$ cat config.mk
export PLATFORM = sky130hd
export DESIGN_NAME = iolr_top
export DESIGN_NICKNAME = d
export VERILOG_FILES = /design/src/logic/iolr_pkg.sv /design/src/logic/iolr_sync.sv /design/src/logic/iolr_top.sv
export SDC_FILE = /design/constraint.sdc
export NUM_CORES = 1
export LEC_CHECK = 0
export BUFFER_PORTS_ARGS = -buffer_cell sky130_fd_sc_hd__buf_4
export CAP_MARGIN = 20
export CORE_UTILIZATION = 47
export CTS_CLUSTER_SIZE = 12
export DETAILED_ROUTE_END_ITERATION = 10
export GPL_TIMING_DRIVEN = 0
export MAX_ROUTING_LAYER = met4
export PLACE_DENSITY = 0.7
export SETUP_SLACK_MARGIN = 0.1
export SYNTH_ARGS = -nofsm -noshare
export SYNTH_HDL_FRONTEND = slang
export SYNTH_SLANG_ARGS = --single-unit
$ cat constraint.sdc
create_clock -name clock -period 1.3 [get_ports clock]
set_input_delay 0.13 -clock clock [delete_from_list [all_inputs] [get_ports clock]]
set_output_delay 0.13 -clock clock [all_outputs]
set_load 0.05 [all_outputs]
$ cat src/logic/iolr_pkg.sv
// Purpose: Shared constants for the inverting octal latch/register
// Assumes: One system clock at 125 MHz
// Notes:   Variant codes select latch or register behaviour
package iolr_pkg;
  localparam int unsigned WIDTH       = 8;
  localparam logic [7:0]  STORE_RESET = 8'h00;
  localparam logic        VARIANT_LATCH    = 1'h0;
  localparam logic        VARIANT_REGISTER = 1'h1;
  localparam int unsigned SYNC_STAGES = 2;
endpackage : iolr_pkg

$ cat src/logic/iolr_sync.sv
// Purpose: Two-stage synchroniser for pin inputs
// Assumes: Inputs asynchronous to clock
// Notes:   First stage feeds only the second stage
`timescale 1ns/1ps
`default_nettype none
module iolr_sync #(
  parameter int unsigned W = 1
) (
  input  wire logic         clock,
  input  wire logic         reset,
  input  wire logic         clock_enable,
  input  wire logic [W-1:0] async_in,
  output var  logic [W-1:0] sync_out
);
  logic [W-1:0] stage1;

  always_ff @(posedge clock) begin
    if (reset) begin
      stage1   <= '0;
      sync_out <= '0;
    end else if (clock_enable) begin
      stage1   <= async_in;
      sync_out <= stage1;
    end
  end
endmodule : iolr_sync
`default_nettype wire

$ cat src/logic/iolr_top.sv
// Purpose: Octal storage element with inverting three-state outputs
// Assumes: Pins sampled on the 125 MHz clock after two flip-flops
// Notes:   Variant chosen by the variant_select input
`timescale 1ns/1ps
`default_nettype none
// Function
// - Eight bits share one gate or strobe and one output enable.
// - Latch variant passes all eight inputs while gate control is high.
// - Latch variant holds word when gate falls, ignoring inputs while low.
// - Register variant samples only on strobe rising edge, otherwise holds.
// - Each output bit is the complement of its stored bit.
// - Active-low enable drives outputs; high puts them in high impedance.
module iolr_top (
  // Clocking
  input  wire logic       clock,
  input  wire logic       reset,
  input  wire logic       clock_enable,
  // Variant choice, same clock
  input  wire logic       variant_select,
  // Pin inputs
  input  wire logic [7:0] data_in,
  input  wire logic       capture_strobe,
  input  wire logic       output_enable_n,
  // Bus side
  output var  logic [7:0] data_out,
  output var  logic [7:0] data_out_en
);

  // Complement of a word
  function automatic logic [7:0] f_invert(
    input logic [7:0] word
  );
    logic [7:0] result;
    result = ~word;
    return result;
  endfunction : f_invert

  // Rising edge between two samples
  function automatic logic f_rising(
    input logic level,
    input logic prev
  );
    logic result;
    result = level & ~prev;
    return result;
  endfunction : f_rising

  // Falling edge between two samples
  function automatic logic f_falling(
    input logic level,
    input logic prev
  );
    logic result;
    result = ~level & prev;
    return result;
  endfunction : f_falling

  // Both conditions true
  function automatic logic f_both(
    input logic first,
    input logic second
  );
    logic result;
    result = first & second;
    return result;
  endfunction : f_both

  // Either condition true
  function automatic logic f_either(
    input logic first,
    input logic second
  );
    logic result;
    result = first | second;
    return result;
  endfunction : f_either

  // Fresh or held word
  function automatic logic [7:0] f_pick(
    input logic       take,
    input logic [7:0] fresh,
    input logic [7:0] held
  );
    logic [7:0] result;
    result = take ? fresh : held;
    return result;
  endfunction : f_pick

  // Variant code match
  function automatic logic f_is_variant(
    input logic select,
    input logic code
  );
    logic result;
    result = (select == code);
    return result;
  endfunction : f_is_variant

  // One enable spread over all lanes
  function automatic logic [7:0] f_spread(
    input logic enable
  );
    logic [7:0] result;
    result = {8{enable}};
    return result;
  endfunction : f_spread

  // Synchronised pins
  logic [7:0] data_sync;
  logic [1:0] control_sync;
  logic       strobe_sync;
  logic       oe_n_sync;

  // Edge tracking
  logic       strobe_prev;
  logic       next_strobe_prev;
  logic       strobe_rise;
  logic       strobe_fall;

  // Variant decode
  logic       is_latch;
  logic       is_register;

  // Load decision
  logic       gate_open;
  logic       load_latch;
  logic       load_register;
  logic       load_now;

  // Storage and output words
  logic [7:0] stored;
  logic [7:0] next_stored;
  logic [7:0] next_data_out;
  logic [7:0] reset_data_out;
  logic       drive_enable;

  // Data pins through two flip-flops
  iolr_sync #(
    .W (iolr_pkg::WIDTH)
  ) u_data_sync (
    .clock        (clock),
    .reset        (reset),
    .clock_enable (clock_enable),
    .async_in     (data_in),
    .sync_out     (data_sync)
  );

  // Strobe and enable pins through two flip-flops
  iolr_sync #(
    .W (2)
  ) u_control_sync (
    .clock        (clock),
    .reset        (reset),
    .clock_enable (clock_enable),
    .async_in     ({capture_strobe, output_enable_n}),
    .sync_out     (control_sync)
  );

  assign strobe_sync = control_sync[1];
  assign oe_n_sync   = control_sync[0];

  // Edge detection on the synchronised strobe
  assign strobe_rise      = f_rising(strobe_sync, strobe_prev);
  assign strobe_fall      = f_falling(strobe_sync, strobe_prev);
  assign next_strobe_prev = strobe_sync;

  // Variant decode
  assign is_latch    = f_is_variant(variant_select, iolr_pkg::VARIANT_LATCH);
  assign is_register = f_is_variant(variant_select, iolr_pkg::VARIANT_REGISTER);

  // Load decision, common to all eight lanes
  assign gate_open     = f_both(strobe_sync, ~strobe_fall);
  assign load_latch    = f_both(is_latch, gate_open);
  assign load_register = f_both(is_register, strobe_rise);
  assign load_now      = f_either(load_latch, load_register);

  // Enable plays no part in loading
  assign next_stored    = f_pick(load_now, data_sync, stored);
  assign next_data_out  = f_invert(next_stored);
  assign reset_data_out = f_invert(iolr_pkg::STORE_RESET);

  // Storage flip-flops, one per lane
  always_ff @(posedge clock) begin
    if (reset) begin
      for (int lane = 0; lane < iolr_pkg::WIDTH; lane++) begin
        stored[lane] <= iolr_pkg::STORE_RESET[lane];
      end
    end else if (clock_enable) begin
      for (int lane = 0; lane < iolr_pkg::WIDTH; lane++) begin
        stored[lane] <= next_stored[lane];
      end
    end
  end

  // Edge tracker flip-flop
  always_ff @(posedge clock) begin
    if (reset) begin
      strobe_prev <= 1'b0;
    end else if (clock_enable) begin
      strobe_prev <= next_strobe_prev;
    end
  end

  // Output word flip-flops, one per lane
  always_ff @(posedge clock) begin
    if (reset) begin
      for (int lane = 0; lane < iolr_pkg::WIDTH; lane++) begin
        data_out[lane] <= reset_data_out[lane];
      end
    end else if (clock_enable) begin
      for (int lane = 0; lane < iolr_pkg::WIDTH; lane++) begin
        data_out[lane] <= next_data_out[lane];
      end
    end
  end

  // Shared enable for all eight drivers
  assign drive_enable = ~oe_n_sync;
  assign data_out_en  = f_spread(drive_enable);
endmodule : iolr_top
`default_nettype wire

Yosys cells after proc, flatten, opt, wreduce, memory -nomap -nowiden. Index checks and enable logic that the tools add are counted.

Register bits: 37. Bits in latches: 0. Bits in writable memories: 0. Bits in read-only memories: 0. Input port bits: 14. Output and inout bits: 16. Logic and storage cells: 20. Memories: 0.

Add/sub/neg operators: 0. Multiply operators: 0. Div/mod/pow operators: 0. Order comparisons: 0. Eq/ne operators: 0. Shift-type cells: 0. Multiplexer cells: 1. Bitwise operators: 12. Reductions and logical operators: 0.

Operators with widths (number): 8-bit two-way mux (1); 8-bit inverter (1); 1-bit AND (5); 1-bit inverter (5); 1-bit bitwise OR (1).

Depth between registers and ports, before layout.
Depth after elaboration: 8. Mapped depth: 5. Mapped depth without buffers: 3.

By module. Synthesis repeated with hierarchy kept, for this count alone.

Cells, all modules: 154. Area total of the unflattened synthesis: 1491.4 um2.

Modules (own cells, without submodules): iolr_top (times used 1, cells each 89, area an instance 770.7 um2, sequential area each 340.3 um2); iolr_sync at u_data_sync (times used 1, cells each 52, area an instance 580.6 um2, sequential area each 320.3 um2); iolr_sync at u_control_sync (times used 1, cells each 13, area an instance 140.1 um2, sequential area each 80.1 um2).

Worst setup path after synthesis. No wires, ideal clock.

Path type: flip-flop to flip-flop. From: register u_control_sync.sync_out[1]. To: register data_out[6]. Setup time: 0.122 ns. Arrival: 0.977 ns. Data required time: 1.178 ns. Setup slack: 0.201 ns. Stages on the path, launching flop included: 4. Buffers on the path: 0. Clock period less this slack: 1.099 ns. Cell sequence: dfxtp_1 -> a21boi_4 -> a21oi_1 -> a221o_1.

Longest elaborated chain between the ends: 8. Elaborated cells on any way between the ends: 10. Classes of those cells: mux (1); bitwise (9).

Ends and longest elaborated chain: start: declaration (RTL line iolr_sync.sv:13) `output var logic [W-1:0] sync_out`; start signal: assignment (RTL line iolr_sync.sv:23) `sync_out <= stage1;`; 1-bit inverter (RTL line iolr_top.sv:54) `result = ~level & prev;`; 1-bit AND (RTL line iolr_top.sv:54); 1-bit inverter (RTL line iolr_top.sv:172) `assign gate_open = f_both(strobe_sync, ~strobe_fall);`; 1-bit AND (2 in series) (RTL line iolr_top.sv:64) `result = first & second;`; 1-bit bitwise OR * (RTL line iolr_top.sv:74) `result = first | second;`; 8-bit two-way mux * (RTL line iolr_top.sv:85) `result = take ? fresh : held;`; 8-bit inverter * (RTL line iolr_top.sv:34) `result = ~word;`; end signal: indexed assignment (RTL line iolr_top.sv:208) `data_out[lane] <= reset_data_out[lane];`; end signal: indexed assignment (RTL line iolr_top.sv:212) `data_out[lane] <= next_data_out[lane];`; end: declaration (RTL line iolr_top.sv:25) `output var logic [7:0] data_out,`.

Every way passes the cells marked *; elsewhere a longest branch is shown, timed or not. A chain may end at the register's enable or synchronous reset.

Worst setup path after layout.
From: register u_control_sync.sync_out[0]. To: output port data_out_en[0].

Longest elaborated chain between the ends: 1.

Ends and longest elaborated chain: 1-bit inverter (RTL line iolr_top.sv:218) `assign drive_enable = ~oe_n_sync;`; end: declaration (RTL line iolr_top.sv:26) `output var logic [7:0] data_out_en`.

Every way passes these cells.

==> results_dict.tcl <==
set metrics [dict create \
    outcome "complete, no violations" \
    max_cap_violations 0 \
    die_h_um 58.1 \
    clk_latency_ps 340 \
    netSwitchingFraction 0.268 \
    core_um2 3030 \
    setup_tns_ps 0 \
    final_common_cell "dfxtp_1" \
    internal-power_mw 1.50 \
    initialDrtViolationCount 15 \
    hp-start "data_in[5]" \
    area_growth_pct 29.3 \
    gp_congestion 0.844 \
    ys_seq_area_frac 0.500 \
    synth_compound_area_frac 0.158 \
    slew_violations 0 \
    end_kind "primary output" \
    syn_inst 154 \
    final_core_util 0.632 \
    postPlaceCellArea_um2 1740 \
    cp.arrival_ps 1040 \
    synth_nets 168 \
    skew_ps 3.32 \
    yosysUniqueCellTypes 20 \
    synth_top_family_by_area "compound AO/OA/AOI/OAI gates" \
    yosysWarnings 0 \
    worst_slew_pin_slew_ps 441 \
    pwr_density_cell_nw_per_um2 1070 \
    crit_chain "inv_4 > buf_4 > buf_6" \
    setup_violations 0 \
    die-width_um 58.1 \
    hold_class "input pin to flip-flop" \
    hpwl_um 2150 \
    critPathMaxStageDelay_ps 350 \
    final_antenna_net_count 0 \
    hold_buffers 0 \
    drt_drc_violations_left 0 \
    vdd_drop_max_uv 597 \
    syn_area_um2 1480 \
    timing_hold_violations_final 0 \
    num_vias 1185 \
    cts-root-buf "clkbuf_4" \
    drive_gt1_frac 0.365 \
    relSlewSlack 0.706 \
    leakagePower_nw 0.793 \
    antenna_found_initial 0 \
    diodes 0 \
    boundaryPins 30 \
    cts_sinks 37 \
    row_count 20 \
    clockBufferDepth 2 \
    n_fill_cell 257 \
    p_switching_uw 548 \
    dieArea_um2 3380 \
    cts_made_buffers 5 \
    max_freq_mhz 852 \
    final_nets 204 \
    start_util 0.489 \
    grt_start_max_net_pins 11 \
    crit_path_start_kind "flip-flop" \
    avgSynthCellArea_um2 9.61 \
    required_ps 1170 \
    h-tree-depth 2 \
    avgViaCountPerCell 5.09 \
    gr-usage-all-layers 0.208 \
    wl_per_cell_um 12.8 \
    grt-ovfl-total 0 \
    slowest_stage "dfxtp_2" \
    min_period_ps 1170 \
    clkTransAtPathRegs_ps 100 \
    port_buffers 27 \
    grt_pass1_vias 1200 \
    cts_tree "done" \
    final_cell_mix "dfxtp_1 (34), buf_4 (28), mux2i_1 (20), nor2_1 (20)" \
    synth_fa_ha_area_frac 0 \
    synth-seq-cells 37 \
    final_area_um2 1910 \
    period_share 0.903 \
    r2r-start "u_control_sync.sync_out[1]" \
    synth.area.mux_share 0.135 \
    worst_hold_slack_ps 16.6 \
    grt_first_pass_wirelength_um 5110 \
    synthXorXnorAreaFrac 0 \
    crit_start "u_control_sync.sync_out[0]" \
    pwr-share-seq 0.588 \
    critical_path.max_fanout 8 \
    worstSetupPathType "flip-flop to primary output" \
    rsz0062_at_grt "yes" \
    clockPowerShare 0.260 \
    synth_simple_gate_area_frac 0.115 \
    comb_power_share 0.152 \
    firstDrtPassIters 4 \
    finalWirelength_um 2990 \
]
## kinds of logic (layout without fill, tap and decap cells)
| group | Yosys count | in the layout |
|---|---|---|
| and+or+nand+nor | 41 | 41 |
| buffers and inverters | 21 | 56 |
| AOI/OAI and AO/OA | 35 | 35 |
| muxes | 20 | 20 |
| DFF | 37 | 37 |
## worst paths after layout
check	to	slack, ps	cells past startpoint
min reg2reg	flip-flop	490	2
max reg2reg	data_out[4]	130	4
max	data_out_en[0]	130	3
min	u_data_sync.stage1[5]	20	3
## critical path: cells and delay by family (launching register included)
| family | cells | cell delay, ps |
|---|---|---|
| buffers and inverters | 3 | 360 |
| flip-flops | 1 | 350 |
## stage by stage
| stage | worst slack (ps) | total power [mW] | std cells |
|---|---|---|---|
| 6_report | 127 | 2.05 | 233 |
| 5_1_grt | 71.5 | 2.13 | 233 |
| 4_1_cts | 67.7 | 2.03 | 231 |
| 3_5_place_dp | 60.9 | 1.51 | 225 |
| 3_3_place_gp | 118 | 1.50 | 225 |
| 2_1_floorplan | 201 | 1.42 | 154 |
## final cells by class
cell class                      instances  area, um2  area share
Sequential cell                        37        747       0.390
Multi-Input combinational cell         96        642       0.335
Timing Repair Buffer                   29        275       0.144
Buffer                                 19        143      0.0745
Tap cell                               44       55.1      0.0288
Clock buffer                            5       37.5      0.0196
Inverter                                2       10.0     0.00523
Clock inverter                          1       5.00     0.00261
## layer usage
| layer | GRT usage | vias to the layer above | part of all wire |
|---|---|---|---|
| met3 | 0.0513 | 7 | 0.048 |
| met4 | 0.116 | 0 | 0.024 |
| met1 | 0.206 | 552 | 0.43 |
| met5 | - | - | 0 |
| met2 | 0.369 | 32 | 0.50 |
| li1 | - | 594 | - |
## cell usage after synthesis
master | n | area share
inv_1 | 1 | 0.0025
clkbuf_2 | 1 | 0.0034
buf_6 | 1 | 0.0076
a221o_1 | 8 | 0.054
buf_4 | 12 | 0.061
buf_2 | 2 | 0.0068
and2_0 | 1 | 0.0042
clkbuf_1 | 2 | 0.0051
and2_2 | 1 | 0.0051
a21oi_1 | 17 | 0.057
nand3_1 | 8 | 0.027
nor2_1 | 20 | 0.051
a21boi_4 | 1 | 0.013
o21ai_0 | 8 | 0.027
dfxtp_1 | 37 | 0.50
a21bo_1 | 1 | 0.0068
nand2_1 | 11 | 0.028
inv_2 | 1 | 0.0025
buf_1 | 1 | 0.0025
mux2i_1 | 20 | 0.14
## power groups by stage
stage	logic (mW)	registers, mW	clock network [mW]
floorplan	0.161	1.26	0
global placement	0.276	1.23	0
detailed placement	0.283	1.23	0
CTS	0.291	1.20	0.536
global route	0.334	1.21	0.587
finish	0.311	1.20	0.533
## repair_timing
item	in CTS	in global routing
buffers inserted	0	2
pin swaps	0	10
endpoints found under the setup margin	16	17
gates resized for setup	11	22
Power figures use the tool's default switching activity.
